**src/fw_download_defines.svh**
```systemverilog
`ifndef FW_DOWNLOAD_DEFINES_SVH
`define FW_DOWNLOAD_DEFINES_SVH
`define ADDR_VARIANT        3'h1
`define ADDR_LENGTH_LOW     3'h2
`define ADDR_LENGTH_HIGH    3'h3
`define ADDR_POSITION_LOW   3'h4
`define ADDR_POSITION_HIGH  3'h5
`define ADDR_DEVICE_SELECT  3'h6
`define ADDR_OPCODE         3'h7
`define ADDR_FAULT_FLAGS    3'h1
`define ADDR_CONDITION      3'h7
`define ADDR_CONTROL        3'h0
`define OP_DOWNLOAD         8'h92
`define OP_DIAGNOSTIC       8'h90
`define VAR_SEGMENTED       8'h03
`define VAR_SINGLE          8'h07
`define ERR_ABORT_BIT       2
`define ERR_UNC_BIT         6
`define ST_OCCUPIED_BIT     7
`define ST_READY_BIT        6
`define ST_SEEK_DONE_BIT    4
`define ST_XFER_REQ_BIT     3
`define ST_ERROR_BIT        0
`define CTRL_SRST_BIT       2
`define WORDS_PER_SECTOR    9'h100
`define DIAG_PASS_CODE      8'h01
`endif

```
**src/fw_download_pkg.sv**
```systemverilog
package fw_download_pkg;
  typedef struct packed {
    logic       wr;
    logic       rd;
    logic [2:0] addr;
    logic [7:0] wdata;
  } reg_req_t;

  typedef struct packed {
    logic        valid;
    logic [15:0] data;
  } word_t;

  typedef enum logic [5:0] {
    S_IDLE   = 6'b000001,
    S_XFER   = 6'b000010,
    S_VERIFY = 6'b000100,
    S_SAVE   = 6'b001000,
    S_DIAG   = 6'b010000,
    S_DONE   = 6'b100000
  } state_t;
endpackage
```
**src/fw_download_cmd.sv**
```systemverilog
// The implementer's own choices: the address map and the address-and-strobe port.
`timescale 1ns/1ps
`include "fw_download_defines.svh"
module fw_download_cmd
  import fw_download_pkg::*;
(
  input  wire logic        i_sys_clk,
  input  wire logic        i_reset_n,
  input  wire logic [2:0]  i_addr,
  input  wire logic [7:0]  i_wdata,
  input  wire logic        i_wr,
  input  wire logic        i_rd,
  output logic      [7:0]  o_rdata,
  input  wire logic        i_data_valid,
  input  wire logic [15:0] i_data,
  output logic             o_data_ready,
  input  wire logic        i_security_locked,
  input  wire logic        i_spinup_disabled,
  input  wire logic        i_verify_done,
  input  wire logic        i_verify_ok,
  input  wire logic        i_reload_requested,
  input  wire logic        i_reload_ok,
  input  wire logic        i_diag_done,
  input  wire logic [7:0]  i_diag_code,
  output logic             o_image_word_valid,
  output logic      [15:0] o_image_word,
  output logic      [15:0] o_image_word_index,
  output logic             o_verify_start,
  output logic             o_save_image,
  output logic             o_activate,
  output logic             o_discard_image,
  output logic             o_spin_down,
  output logic             o_diag_start
);

  typedef struct packed {
    state_t      state;
    logic [7:0]  variant;
    logic [7:0]  len_lo;
    logic [7:0]  len_hi;
    logic [7:0]  pos_lo;
    logic [7:0]  pos_hi;
    logic [7:0]  dev_sel;
    logic [7:0]  fault;
    logic        err;
    logic        srst;
    logic        active;
    logic [15:0] prev_pos;
    logic [15:0] prev_cnt;
    logic [15:0] base;
    logic [15:0] sectors_left;
    logic [8:0]  words_left;
    logic [15:0] word_idx;
    logic        final_seg;
    logic        xfer_req;
    logic [7:0]  rdata;
    logic        img_valid;
    logic [15:0] img_word;
    logic        verify_start;
    logic        save;
    logic        activate;
    logic        discard;
    logic        spin_down;
    logic        diag_start;
    logic        ready;
  } st_t;

  st_t q;
  st_t d;
  logic sec_lock_m;
  logic sec_lock_s;
  logic spin_dis_m;
  logic spin_dis_s;
  reg_req_t req;
  word_t    din;

  function automatic logic [15:0] cat16(input logic [7:0] hi, input logic [7:0] lo);
    cat16 = {hi, lo};
  endfunction

  function automatic logic [7:0] status_byte(input st_t s);
    logic [7:0] b;
    b = 8'h00;
    b[`ST_OCCUPIED_BIT]  = (s.state != S_IDLE) && (s.state != S_XFER);
    b[`ST_READY_BIT]     = 1'b1;
    b[`ST_SEEK_DONE_BIT] = 1'b1;
    b[`ST_XFER_REQ_BIT]  = s.xfer_req;
    b[`ST_ERROR_BIT]     = s.err;
    status_byte = b;
  endfunction

  // Strap-like pins come from outside the clock domain
  always_ff @(posedge i_sys_clk or negedge i_reset_n)
  begin
    if (!i_reset_n)
    begin
      sec_lock_m <= 1'b0;
      sec_lock_s <= 1'b0;
      spin_dis_m <= 1'b0;
      spin_dis_s <= 1'b0;
    end
    else
    begin
      sec_lock_m <= i_security_locked;
      sec_lock_s <= sec_lock_m;
      spin_dis_m <= i_spinup_disabled;
      spin_dis_s <= spin_dis_m;
    end
  end

  always_comb
  begin
    logic [15:0] len;
    logic [15:0] pos;
    logic        new_image;
    len = 16'h0000;
    pos = 16'h0000;
    new_image = 1'b0;
    req = '{wr: i_wr, rd: i_rd, addr: i_addr, wdata: i_wdata};
    din = '{valid: i_data_valid, data: i_data};
    d = q;
    d.img_valid = 1'b0;
    d.verify_start = 1'b0;
    d.save = 1'b0;
    d.activate = 1'b0;
    d.discard = 1'b0;
    d.spin_down = 1'b0;
    d.diag_start = 1'b0;
    d.rdata = 8'h00;

    if (req.rd)
    begin
      case (req.addr)
        `ADDR_FAULT_FLAGS:   d.rdata = q.fault;
        `ADDR_LENGTH_LOW:    d.rdata = q.len_lo;
        `ADDR_LENGTH_HIGH:   d.rdata = q.len_hi;
        `ADDR_POSITION_LOW:  d.rdata = q.pos_lo;
        `ADDR_POSITION_HIGH: d.rdata = q.pos_hi;
        `ADDR_DEVICE_SELECT: d.rdata = q.dev_sel;
        `ADDR_CONDITION:     d.rdata = status_byte(q);
        default:             d.rdata = 8'h00;
      endcase
    end

    // Block all but control writes while occupied, as a real task file would
    if (req.wr && (q.state == S_IDLE || q.state == S_XFER || req.addr == `ADDR_CONTROL))
    begin
      case (req.addr)
        `ADDR_VARIANT:       d.variant = req.wdata;
        `ADDR_LENGTH_LOW:    d.len_lo = req.wdata;
        `ADDR_LENGTH_HIGH:   d.len_hi = req.wdata;
        `ADDR_POSITION_LOW:  d.pos_lo = req.wdata;
        `ADDR_POSITION_HIGH: d.pos_hi = req.wdata;
        `ADDR_DEVICE_SELECT: d.dev_sel = req.wdata;
        `ADDR_CONTROL:       d.srst = req.wdata[`CTRL_SRST_BIT];
        default:             d = d;
      endcase
    end

    // Software reset drops held segments before anything else
    if (q.srst)
    begin
      d.discard = q.active;
      d.active = 1'b0;
      d.prev_pos = 16'h0000;
      d.prev_cnt = 16'h0000;
      d.state = S_IDLE;
      d.xfer_req = 1'b0;
      d.ready = 1'b0;
      d.fault = 8'h00;
      d.err = 1'b0;
    end
    else
    begin
      case (q.state)
        S_IDLE:
        begin
          if (req.wr && req.addr == `ADDR_OPCODE)
          begin
            d.fault = 8'h00;
            d.err = 1'b0;
            len = cat16(q.len_hi, q.len_lo);
            pos = cat16(q.pos_hi, q.pos_lo);
            if (req.wdata == `OP_DOWNLOAD)
            begin
              if ((q.variant != `VAR_SEGMENTED && q.variant != `VAR_SINGLE) || sec_lock_s)
              begin
                d.fault[`ERR_ABORT_BIT] = 1'b1;
                d.err = 1'b1;
              end
              else if (q.variant == `VAR_SEGMENTED && q.active
                       && pos != 16'(q.prev_pos + q.prev_cnt))
              begin
                d.fault[`ERR_ABORT_BIT] = 1'b1;
                d.err = 1'b1;
                d.discard = 1'b1;
                d.active = 1'b0;
                d.prev_pos = 16'h0000;
                d.prev_cnt = 16'h0000;
              end
              else
              begin
                // Offsets only matter for segmented mode
                new_image = (q.variant == `VAR_SINGLE) || !q.active;
                d.base = (q.variant == `VAR_SEGMENTED) ? pos : 16'h0000;
                d.discard = new_image && q.active;
                d.active = (q.variant == `VAR_SEGMENTED);
                d.prev_pos = pos;
                d.prev_cnt = len;
                // Segmented image ends on a zero-length command
                d.final_seg = (q.variant == `VAR_SINGLE) || (len == 16'h0000);
                d.sectors_left = len;
                d.words_left = `WORDS_PER_SECTOR;
                d.word_idx = 16'h0000;
                if (len == 16'h0000)
                  d.state = d.final_seg ? S_VERIFY : S_IDLE;
                else
                begin
                  d.state = S_XFER;
                  d.xfer_req = 1'b1;
                  d.ready = 1'b1;
                end
                if (d.state == S_VERIFY)
                  d.verify_start = 1'b1;
              end
            end
            else
            begin
              d.discard = q.active;
              d.active = 1'b0;
              d.prev_pos = 16'h0000;
              d.prev_cnt = 16'h0000;
              if (req.wdata == `OP_DIAGNOSTIC)
              begin
                d.state = S_DIAG;
                d.diag_start = 1'b1;
              end
            end
          end
        end
        S_XFER:
        begin
          // Data moves in whole sectors; only an opcode write or software reset ends it mid-sector
          if (din.valid && q.ready)
          begin
            d.img_valid = 1'b1;
            d.img_word = din.data;
            d.word_idx = 16'(q.word_idx + 16'h0001);
            d.words_left = 9'(q.words_left - 9'h001);
            if (q.words_left == 9'h001)
            begin
              d.words_left = `WORDS_PER_SECTOR;
              d.sectors_left = 16'(q.sectors_left - 16'h0001);
              if (q.sectors_left == 16'h0001)
              begin
                d.xfer_req = 1'b0;
                d.ready = 1'b0;
                d.state = q.final_seg ? S_VERIFY : S_IDLE;
                d.verify_start = q.final_seg;
              end
            end
          end
          if (req.wr && req.addr == `ADDR_OPCODE)
          begin
            d.discard = 1'b1;
            d.active = 1'b0;
            d.xfer_req = 1'b0;
            d.ready = 1'b0;
            d.state = S_IDLE;
            d.prev_pos = 16'h0000;
            d.prev_cnt = 16'h0000;
            // An interrupting diagnostic still runs after the discard; any other opcode just ends the transfer
            if (req.wdata == `OP_DIAGNOSTIC)
            begin
              d.state = S_DIAG;
              d.diag_start = 1'b1;
            end
          end
        end
        S_VERIFY:
        begin
          if (i_verify_done)
          begin
            if (i_verify_ok)
            begin
              d.save = 1'b1;
              d.state = S_SAVE;
            end
            else
            begin
              d.fault[`ERR_ABORT_BIT] = 1'b1;
              d.err = 1'b1;
              d.discard = 1'b1;
              d.state = S_IDLE;
            end
            d.active = 1'b0;
            d.prev_pos = 16'h0000;
            d.prev_cnt = 16'h0000;
          end
        end
        S_SAVE:
        begin
          d.activate = 1'b1;
          d.state = S_DONE;
        end
        S_DONE:
        begin
          // Reload outcome reported only when the image asked for it
          if (i_reload_requested && !i_reload_ok)
          begin
            d.fault[`ERR_UNC_BIT] = 1'b1;
            d.err = 1'b1;
          end
          d.spin_down = spin_dis_s;
          d.state = S_IDLE;
        end
        S_DIAG:
        begin
          if (i_diag_done)
          begin
            d.fault = i_diag_code;
            d.err = 1'b0;
            d.state = S_IDLE;
          end
        end
        default:
          d.state = S_IDLE;
      endcase
    end
  end

  always_ff @(posedge i_sys_clk or negedge i_reset_n)
  begin
    if (!i_reset_n)
    begin
      // Hardware reset also abandons held segments
      q <= '0;
      q.state <= S_IDLE;
      q.fault <= `DIAG_PASS_CODE;
    end
    else
      q <= d;
  end

  assign o_rdata            = q.rdata;
  assign o_data_ready       = q.ready;
  assign o_image_word_valid = q.img_valid;
  assign o_image_word       = q.img_word;
  assign o_image_word_index = q.word_idx;
  assign o_verify_start     = q.verify_start;
  assign o_save_image       = q.save;
  assign o_activate         = q.activate;
  assign o_discard_image    = q.discard;
  assign o_spin_down        = q.spin_down;
  assign o_diag_start       = q.diag_start;

endmodule

```
**config.mk**
```make
export PLATFORM = sky130hd
export DESIGN_NAME = fw_download_cmd
export DESIGN_NICKNAME = d
export VERILOG_FILES = /design/src/fw_download_pkg.sv /design/src/fw_download_cmd.sv
export VERILOG_INCLUDE_DIRS = /design/src /design/src/src
export SDC_FILE = /design/constraint.sdc
export NUM_CORES = 1
export LEC_CHECK = 0
export BUFFER_PORTS_ARGS = -buffer_cell sky130_fd_sc_hd__clkbuf_2
export CORE_ASPECT_RATIO = 0.75
export CORE_MARGIN = 2
export CORE_UTILIZATION = 55
export DETAILED_ROUTE_END_ITERATION = 16
export GPL_ROUTABILITY_DRIVEN = 0
export PLACE_DENSITY_LB_ADDON = 0.1
export SLEW_MARGIN = 10
export SYNTH_ARGS = -nofsm -noshare
export SYNTH_HDL_FRONTEND = slang
export SYNTH_SLANG_ARGS = --single-unit
export TNS_END_PERCENT = 1
```
**constraint.sdc**
```tcl
create_clock -name i_sys_clk -period 3.9 [get_ports i_sys_clk]
set_input_delay 0 -clock i_sys_clk [delete_from_list [all_inputs] [get_ports i_sys_clk]]
set_output_delay 0 -clock i_sys_clk [all_outputs]
set_load 0.03 [all_outputs]
```
==> summary.md, run 1 <==
| Metric | Value |
|---|---|
| Status | `finished, final reports clean` |
| Number of synthesized flops with an enable pin | `0` |
| Power density over the cells | `506 nW/µm²` |
| Tot GR Track Use | `0.280` |
| Largest family of logic cells by synthesized area | `compound AO/OA/AOI/OAI gates` |
| Final Hold Vio Count | `0` |
| IO Pins | `95` |
| Compound-gate portion of the synthesized area | `0.178` |
| Gate Count Post-Synth | `960` |
| Final Instance Count excl. Fillers | `1281` |
| Yosys cell types | `77` |
| Gr ovfl total | `0` |
| Core Area | `roughly 17000 µm²` |
| Initial antenna violation count | `0` |
| WS Path Type | `flop to flop` |
| Post-synthesis xor/xnor area fraction | `0.0237` |
| Cts bufs inserted | `17` |
| Minimum clock period | `3650 ps` |
| Hold/Removal Path Class | `primary input to flop` |
| DRC | `0` |
| Area grow syn2layout | `15.4%` |
| Row cnt | `41` |
| Post-DP HPWL | `17100 µm` |
| Max stage delay on crit path | `460 ps` |
| Synth Area in Adders | `0.0282` |
| Syn Area/Cell | `approximately 10 µm²` |
| Total negative slack | `0 ps` |
| CTS Sinks | `~180` |
| Critical path required time | `between 4000 and 5000 ps` |
| Setup bufs post-CTS | `0` |
| Post-synthesis simple-gate area fraction | `0.154` |
| Die height | `118 µm` |
| Worst clock skew | `10.0 ps` |
| Hold EP | `q[137]` |
| Final setup viols | `0` |
| Worst hold path depth | `2` |
| Max_slew headroom | `0.419` |
| CTS Root Cell | `clkbuf_16` |
| Seq cells post-synth | `between 150 and 200` |
| Peak supply drop | `~0.00036 V` |
| IO buf count | `between 90 and 100` |
| Die width | `157 µm` |
| Post-synthesis net count | `1028` |
| Cts repair resizes | `0` |
| Fin crit share | `0.935` |
| Slowest-stage cell, CP | `a311o_1` |
| Fraction of layout cells with a size suffix above 1 | `0.225` |
| Power Total | `0.00560 W` |
| Initial Util | `0.567` |
| Worst r2r dst | `q[121]` |
| Top FF cell, synth | `dfrtp_1` |
| Final max-slew violation count | `0` |
| Ordered list of cells on the worst path | `ha_1, inv_1, fa_1, nor2b_1, o2111ai_1, a21boi_0, mux2i_1, nand2_1, nor3_2, nand4_1, a311o_1, nor3_4, buf_12, a22o_1` |
| Crit end category | `flop` |
| Synthesis warning total | `0` |
| Via density | `between 6 and 7` |
| Max Freq | `0.274 GHz` |
| RSZ-0062 raised after global routing | `no` |
| Max Cap Viol | `0` |
| Hold slack | `19.1 ps` |
| Die Footprint | `18500 µm²` |
| Largest net degree at the start of global routing | `95` |
| Launching point of the worst reg2reg path | `q[107]` |
| H-tree levels | `4` |
| Routed vias | `7906` |
| Async SR Flop Fraction | `1.00` |
| Clk pin slew, worst setup/hold paths | `70 ps` |
| Reg2reg setup slack | `250 ps` |
| CP Max Fanout | `33` |
| Pleak | `5.00 nW` |
| Initial DRC Count | `about 800` |
| Slew @ Worst Pin | `871 ps` |
| First-pass GRT wire length | `about 40000 µm` |
| Multiplexer area fraction after synthesis | `0.0985` |
| Critical Path Start Type | `flop` |
| Clock Path Buffers | `2` |
| WP data arrival | `between 4000 and 5000 ps` |
| # diodes | `0` |
| Skew-Pair Late Insertion Delay | `about 440 ps` |
| Nets@finish | `1122` |
| Sequential area share after synthesis | `0.459` |
| Drt total wl | `24900 µm` |
| Vias in the first global route | `7382` |
| Routed length per instance | `19.4 µm` |
| 1st-pass router iterations | `5` |
| Dpl cells | `1211` |
| CTS tree | `done` |
| Routed Antenna Nets | `0` |
| Worst R2R Path Depth | `14` |
| Cell area after synthesis | `9600 µm²` |
| Hold_sp | `i_wdata[3]` |
## synth_stat cells (8+ instances only)
master / number / share of area
o21ai_0: 80 / 0.042
ha_1: 20 / 0.026
and3_1: 15 / 0.0098
nand3_1: 11 / 0.0057
a211oi_1: 11 / 0.0086
nor2b_1: 10 / 0.0065
nand4_1: 8 / 0.0052
inv_1: 19 / 0.0074
mux2_2: 71 / 0.083
nor3_1: 23 / 0.012
dfrtp_1: 174 / 0.45
mux2i_1: 9 / 0.0094
a31oi_1: 13 / 0.0085
buf_4: 40 / 0.031
nand2_1: 78 / 0.031
o21ai_1: 9 / 0.0047
clkbuf_1: 31 / 0.012
nor2_1: 82 / 0.032
xnor2_1: 20 / 0.018
nor4_1: 14 / 0.0091
a21oi_1: 47 / 0.025
a22o_1: 34 / 0.031
## metal layers
layer,routed length [µm],global-route usage,vias up,part of all wire
met3,1900,0.0480,24,0.076
met5,0,0,-,0
met2,10600,0.397,343,0.43
li1,-,-,3687,-
met1,12100,0.446,3852,0.49
met4,313,0.0602,0,0.013
## how the worst max path moves through the flow
stage | start | endpoint | cells past startpoint
2_1_floorplan | q[91] | q[33] | 13
3_3_place_gp | q[91] | q[32] | 13
3_5_place_dp | q[107] | o_image_word_index[14] | 13
4_1_cts | q[107] | q[107] | 14
5_1_grt | q[107] | q[59] | 14
6_report | q[107] | q[121] | 14
## what timing repair did
item | 4_1_cts | 5_1_grt
endpoints found under the hold margin | 160 | 0
setup endpoints to repair | 0 | 0
hold buffers | 39 | 0
## placed cells by master (no fill, tap or decap), drive strengths merged, types with 4 or more instances in the layout
cell type | Yosys | routed
a211oi | 11 | 11
a221oi | 6 | 6
a32oi | 4 | 4
nand2 | 78 | 78
clkinv | 0 | 5
dlygate4sd3 | 0 | 39
and4 | 5 | 5
buf | 51 | 25
inv | 19 | 22
nand2b | 7 | 7
nor3 | 25 | 25
o211ai | 6 | 6
xnor2 | 20 | 20
nand3b | 6 | 6
nand4 | 9 | 9
nor4 | 15 | 15
a31oi | 14 | 14
mux2i | 9 | 9
o21ai | 90 | 90
nand3 | 11 | 11
and3 | 15 | 15
nor2 | 82 | 82
a21oi | 49 | 49
a311oi | 4 | 4
or3 | 5 | 5
a22oi | 5 | 5
nor3b | 6 | 6
a22o | 34 | 34
ha | 20 | 20
nor2b | 10 | 10
clkbuf | 31 | 110
mux2 | 72 | 72
xor2 | 6 | 6
o21a | 4 | 4
o31ai | 4 | 4
dfrtp | 174 | 174
## power by group
part           total (W)  internal (W)  switching, W
clock            0.00179       0.00102      0.000769
sequential       0.00257       0.00211      0.000454
combinational    0.00125      0.000589      0.000660
total            0.00560       0.00372       0.00188
## worst max-delay path, delay by kind of cell (launching register included)
kind                       cells  cell delay, ps
AOI/OAI and AO/OA              4            1230
and+or+nand+nor                5             850
adders and majority gates      2             580
DFF                            1             370
buffers and inverters          2             290
muxes                          1             250
## kinds of logic (layout without fill, tap and decap cells)
family / Yosys count / in the layout
XOR/XNOR: 26 / 26
buffers and inverters: 101 / 207
AND/OR/NAND/NOR: 292 / 292
flip-flops: 176 / 176
multiplexers: 83 / 83
AO/OA/AOI/OAI: 261 / 261
adder cells (fa/ha/maj): 21 / 21
## flip-flops by register name (all words and copies together) (netlist names)
signal              count
o_data_ready            1
o_activate              1
o_image_word_valid      1
o_verify_start          1
o_save_image            1
q                     124
sec_lock_m              1
spin_dis_s              1
spin_dis_m              1
o_image_word_index     16
o_image_word           16
o_spin_down             1
o_discard_image         1
o_rdata                 8
sec_lock_s              1
o_diag_start            1
## per-stage QoR
step	util	worst slack, ps	cell area, µm²
global placement	0.595	385	10100
global route	0.654	26.9	11100
detailed placement	0.595	311	10100
floorplan	-	553	9600
CTS	0.654	271	11100
finish	0.654	252	11100
## layout make-up
| cell class | instances | area (µm²) |
|---|---|---|
| Sequential cell | 176 | 4410 |
| Timing Repair Buffer | 157 | 1070 |
| Fill cell | 1364 | 5850 |
| Clock buffer | 17 | 425 |
| Clock inverter | 14 | 184 |
| Inverter | 19 | 71.3 |
| Tap cell | 215 | 269 |
| Multi-Input combinational cell | 683 | 4650 |
Power figures use the tool's default switching activity.
==> run 2: changes to the inputs <==
Settings changed: GPL_TIMING_DRIVEN set to 0.
==> summary.md, run 2 (synthesized netlist as in run 1, its figures left out) <==
| Metric | Value |
|---|---|
| Core Area | `16900 µm² (unchanged)` |
| Post-DP Area | `10400 µm² (+2.8%)` |
| Minimum clock period | `3810 ps (+165 ps)` |
| Final Hold Vio Count | `0 (unchanged)` |
| IO buf count | `91 (-3.2%)` |
| Fin crit share | `0.978 (+0.0424)` |
| Routed Antenna Nets | `0 (unchanged)` |
| Max Cap Viol | `0 (unchanged)` |
| Worst path most repeated cell | `buf_6` |
| Clock Path Buffers | `2 (unchanged)` |
| Gr ovfl total | `0 (unchanged)` |
| Pleak | `5.22 nW (+4.4%)` |
| Reg with most FFs | `q` |
| Largest net degree at the start of global routing | `104 (+9.5%)` |
| WS Path Type | `flop to flop` |
| Drt total wl | `26000 µm (+4.3%)` |
| 1st-pass router iterations | `5 (unchanged)` |
| Peak supply drop | `0.000386 V (+7.8%)` |
| CTS Root Cell | `clkbuf_16` |
| Crit end category | `flop` |
| Worst clock skew | `11.9 ps (+1.91 ps)` |
| Skew-Pair Late Insertion Delay | `440 ps (about the same)` |
| Critical path buffers and inverters | `3 (+1)` |
| Cts bufs inserted | `17 (unchanged)` |
| Max_slew headroom | `0.193 (-0.226)` |
| Routed vias | `8147 (+3.0%)` |
| Commonest non-fill, non-tap cell in the layout | `dfrtp_1` |
| IO Pins | `95 (unchanged)` |
| Max stage delay on crit path | `460 ps (about the same)` |
| Area grow syn2layout | `19.2%` |
| Ordered list of cells on the worst path | `ha_2, inv_1, fa_1, nor2b_1, o2111ai_1, a21boi_0, mux2i_1, nand2_1, nor3_2, nand4_1, a311o_1, nor3_4, buf_6, buf_6, a22o_1` |
| Vias in the first global route | `7596 (+2.9%)` |
| Die height | `118 µm (unchanged)` |
| Filler cells | `1308 (-4.1%)` |
| DRC | `0 (unchanged)` |
| Hold/Removal Path Class | `primary input to flop` |
| Die Footprint | `18500 µm² (unchanged)` |
| Critical Path Start Type | `flop` |
| CTS tree | `done` |
| Final core occ | `0.676 (+0.0217)` |
| CTS Sinks | `176 (unchanged)` |
| Placement Setup Slack | `-76.3 ps (-388 ps)` |
| Initial DRC Count | `897 (+9.0%)` |
| Slowest-stage cell, CP | `a21boi_0` |
| Max FFs per register | `124 (unchanged)` |
| Tot GR Track Use | `0.285 (+0.00542)` |
| # diodes | `0 (unchanged)` |
| H-tree levels | `4 (unchanged)` |
| Status | `finished, final reports clean` |
| Nets@finish | `1184 (+5.5%)` |
| CP delay by family, top | `compound AO/OA/AOI/OAI gates` |
| Total negative slack | `0 ps (unchanged)` |
| CP Max Fanout | `10 (-70%)` |
| Row cnt | `41 (unchanged)` |
| Max Freq | `0.262 GHz (-4.3%)` |
| Fin area | `11400 µm² (+3.3%)` |
| Initial antenna violation count | `2 (+2)` |
| Power density over the cells | `480 nW/µm² (-5.1%)` |
| Routed length per instance | `19.3 µm (-0.58%)` |
| Final max-slew violation count | `0 (unchanged)` |
| RSZ-0062 raised after global routing | `yes` |
| WP data arrival | `4180 ps (+170 ps)` |
| Post-DP HPWL | `18300 µm (+7.3%)` |
| Final setup viols | `0 (unchanged)` |
| Setup ws final | `86.9 ps (-165 ps)` |
| Most frequent cells in the layout | `dfrtp_1, clkbuf_2, nor2_1` |
| Fraction of layout cells with a size suffix above 1 | `0.246 (+0.0211)` |
| Clk pin slew, worst setup/hold paths | `70 ps (about the same)` |
| Die width | `157 µm (unchanged)` |
| Via density | `6.06 (-1.8%)` |
| Slew @ Worst Pin | `1210 ps (+337 ps)` |
| Initial Util | `0.567 (unchanged)` |
| First-pass GRT wire length | `41100 µm (+1.6%)` |
| Critical path required time | `4260 ps (about the same)` |
## run 2: changes by cell type in the layout (fill, tap and decap cells not counted), sizes merged
cell	before	now
bufinv	3	2
dlygate4sd3	39	38
clkinv	5	4
clkbuf	110	141
inv	22	21
buf	25	61
## run 2: report_power, final
part / switching [W] / internal [W] / leakage (nW) / total [W]
registers: 0.000421 / 0.00211 / 2.32 / 0.00253
clock network: 0.000731 / 0.000983 / 0.282 / 0.00171
logic: 0.000661 / 0.000585 / 2.62 / 0.00125
total: 0.00181 / 0.00368 / 5.22 / 0.00549
## run 2: layer usage
layer / track usage / wire [µm] / up-vias
met1: 0.441 / 12200 / 3916
li1: - / - / 3812
met5: 0 / 0 / -
met2: 0.406 / 11000 / 384
met3: 0.0653 / 2230 / 35
met4: 0.0700 / 456 / 0
## run 2: worst min-delay path: cells and delay by family
kind | cells | cell delay, ps
compound gates | 2 | 340
buf+inv | 1 | 90
## run 2: metrics by stage
step	total power [W]	hold WS, ps	instances
after floorplan	0.00326	-296	960
after global placement	0.00370	110	1266
after detailed placement	0.00374	50.7	1267
after CTS	0.00548	50.4	1340
after global routing	0.00575	70.1	1344
final	0.00549	56.5	1344
## run 2: path summary, 6_finish.rpt
kind,startpoint,to,slack [ps],cells after the start
max,q[91],q[118],90,15
max in group asynchronous,i_reset_n,q[112],2860,3
min in group asynchronous,i_reset_n,o_spin_down,120,2
max reg2reg,q[91],q[118],90,15
min,i_rd,o_rdata[1],60,3
min reg2reg,spin_dis_m,spin_dis_s,360,0
## run 2: layout make-up
| type | instances | area (µm²) | area share |
|---|---|---|---|
| Timing Repair Buffer | 137 | 928 | 0.0811 |
| Clock buffer | 21 | 460 | 0.0402 |
| Tap cell | 215 | 269 | 0.0235 |
| Sequential cell | 176 | 4410 | 0.385 |
| Buffer | 82 | 493 | 0.0431 |
| Clock inverter | 11 | 130 | 0.0114 |
| Multi-Input combinational cell | 683 | 4680 | 0.409 |
| Inverter | 19 | 71.3 | 0.00623 |
## run 2: what timing repair did
item,in CTS,in global routing
setup buffers,3,4
resized for setup,3,16
endpoints found under the hold margin,141,0
hold buffers,38,0
endpoints found under the setup margin,29,74
pin swaps,2,8
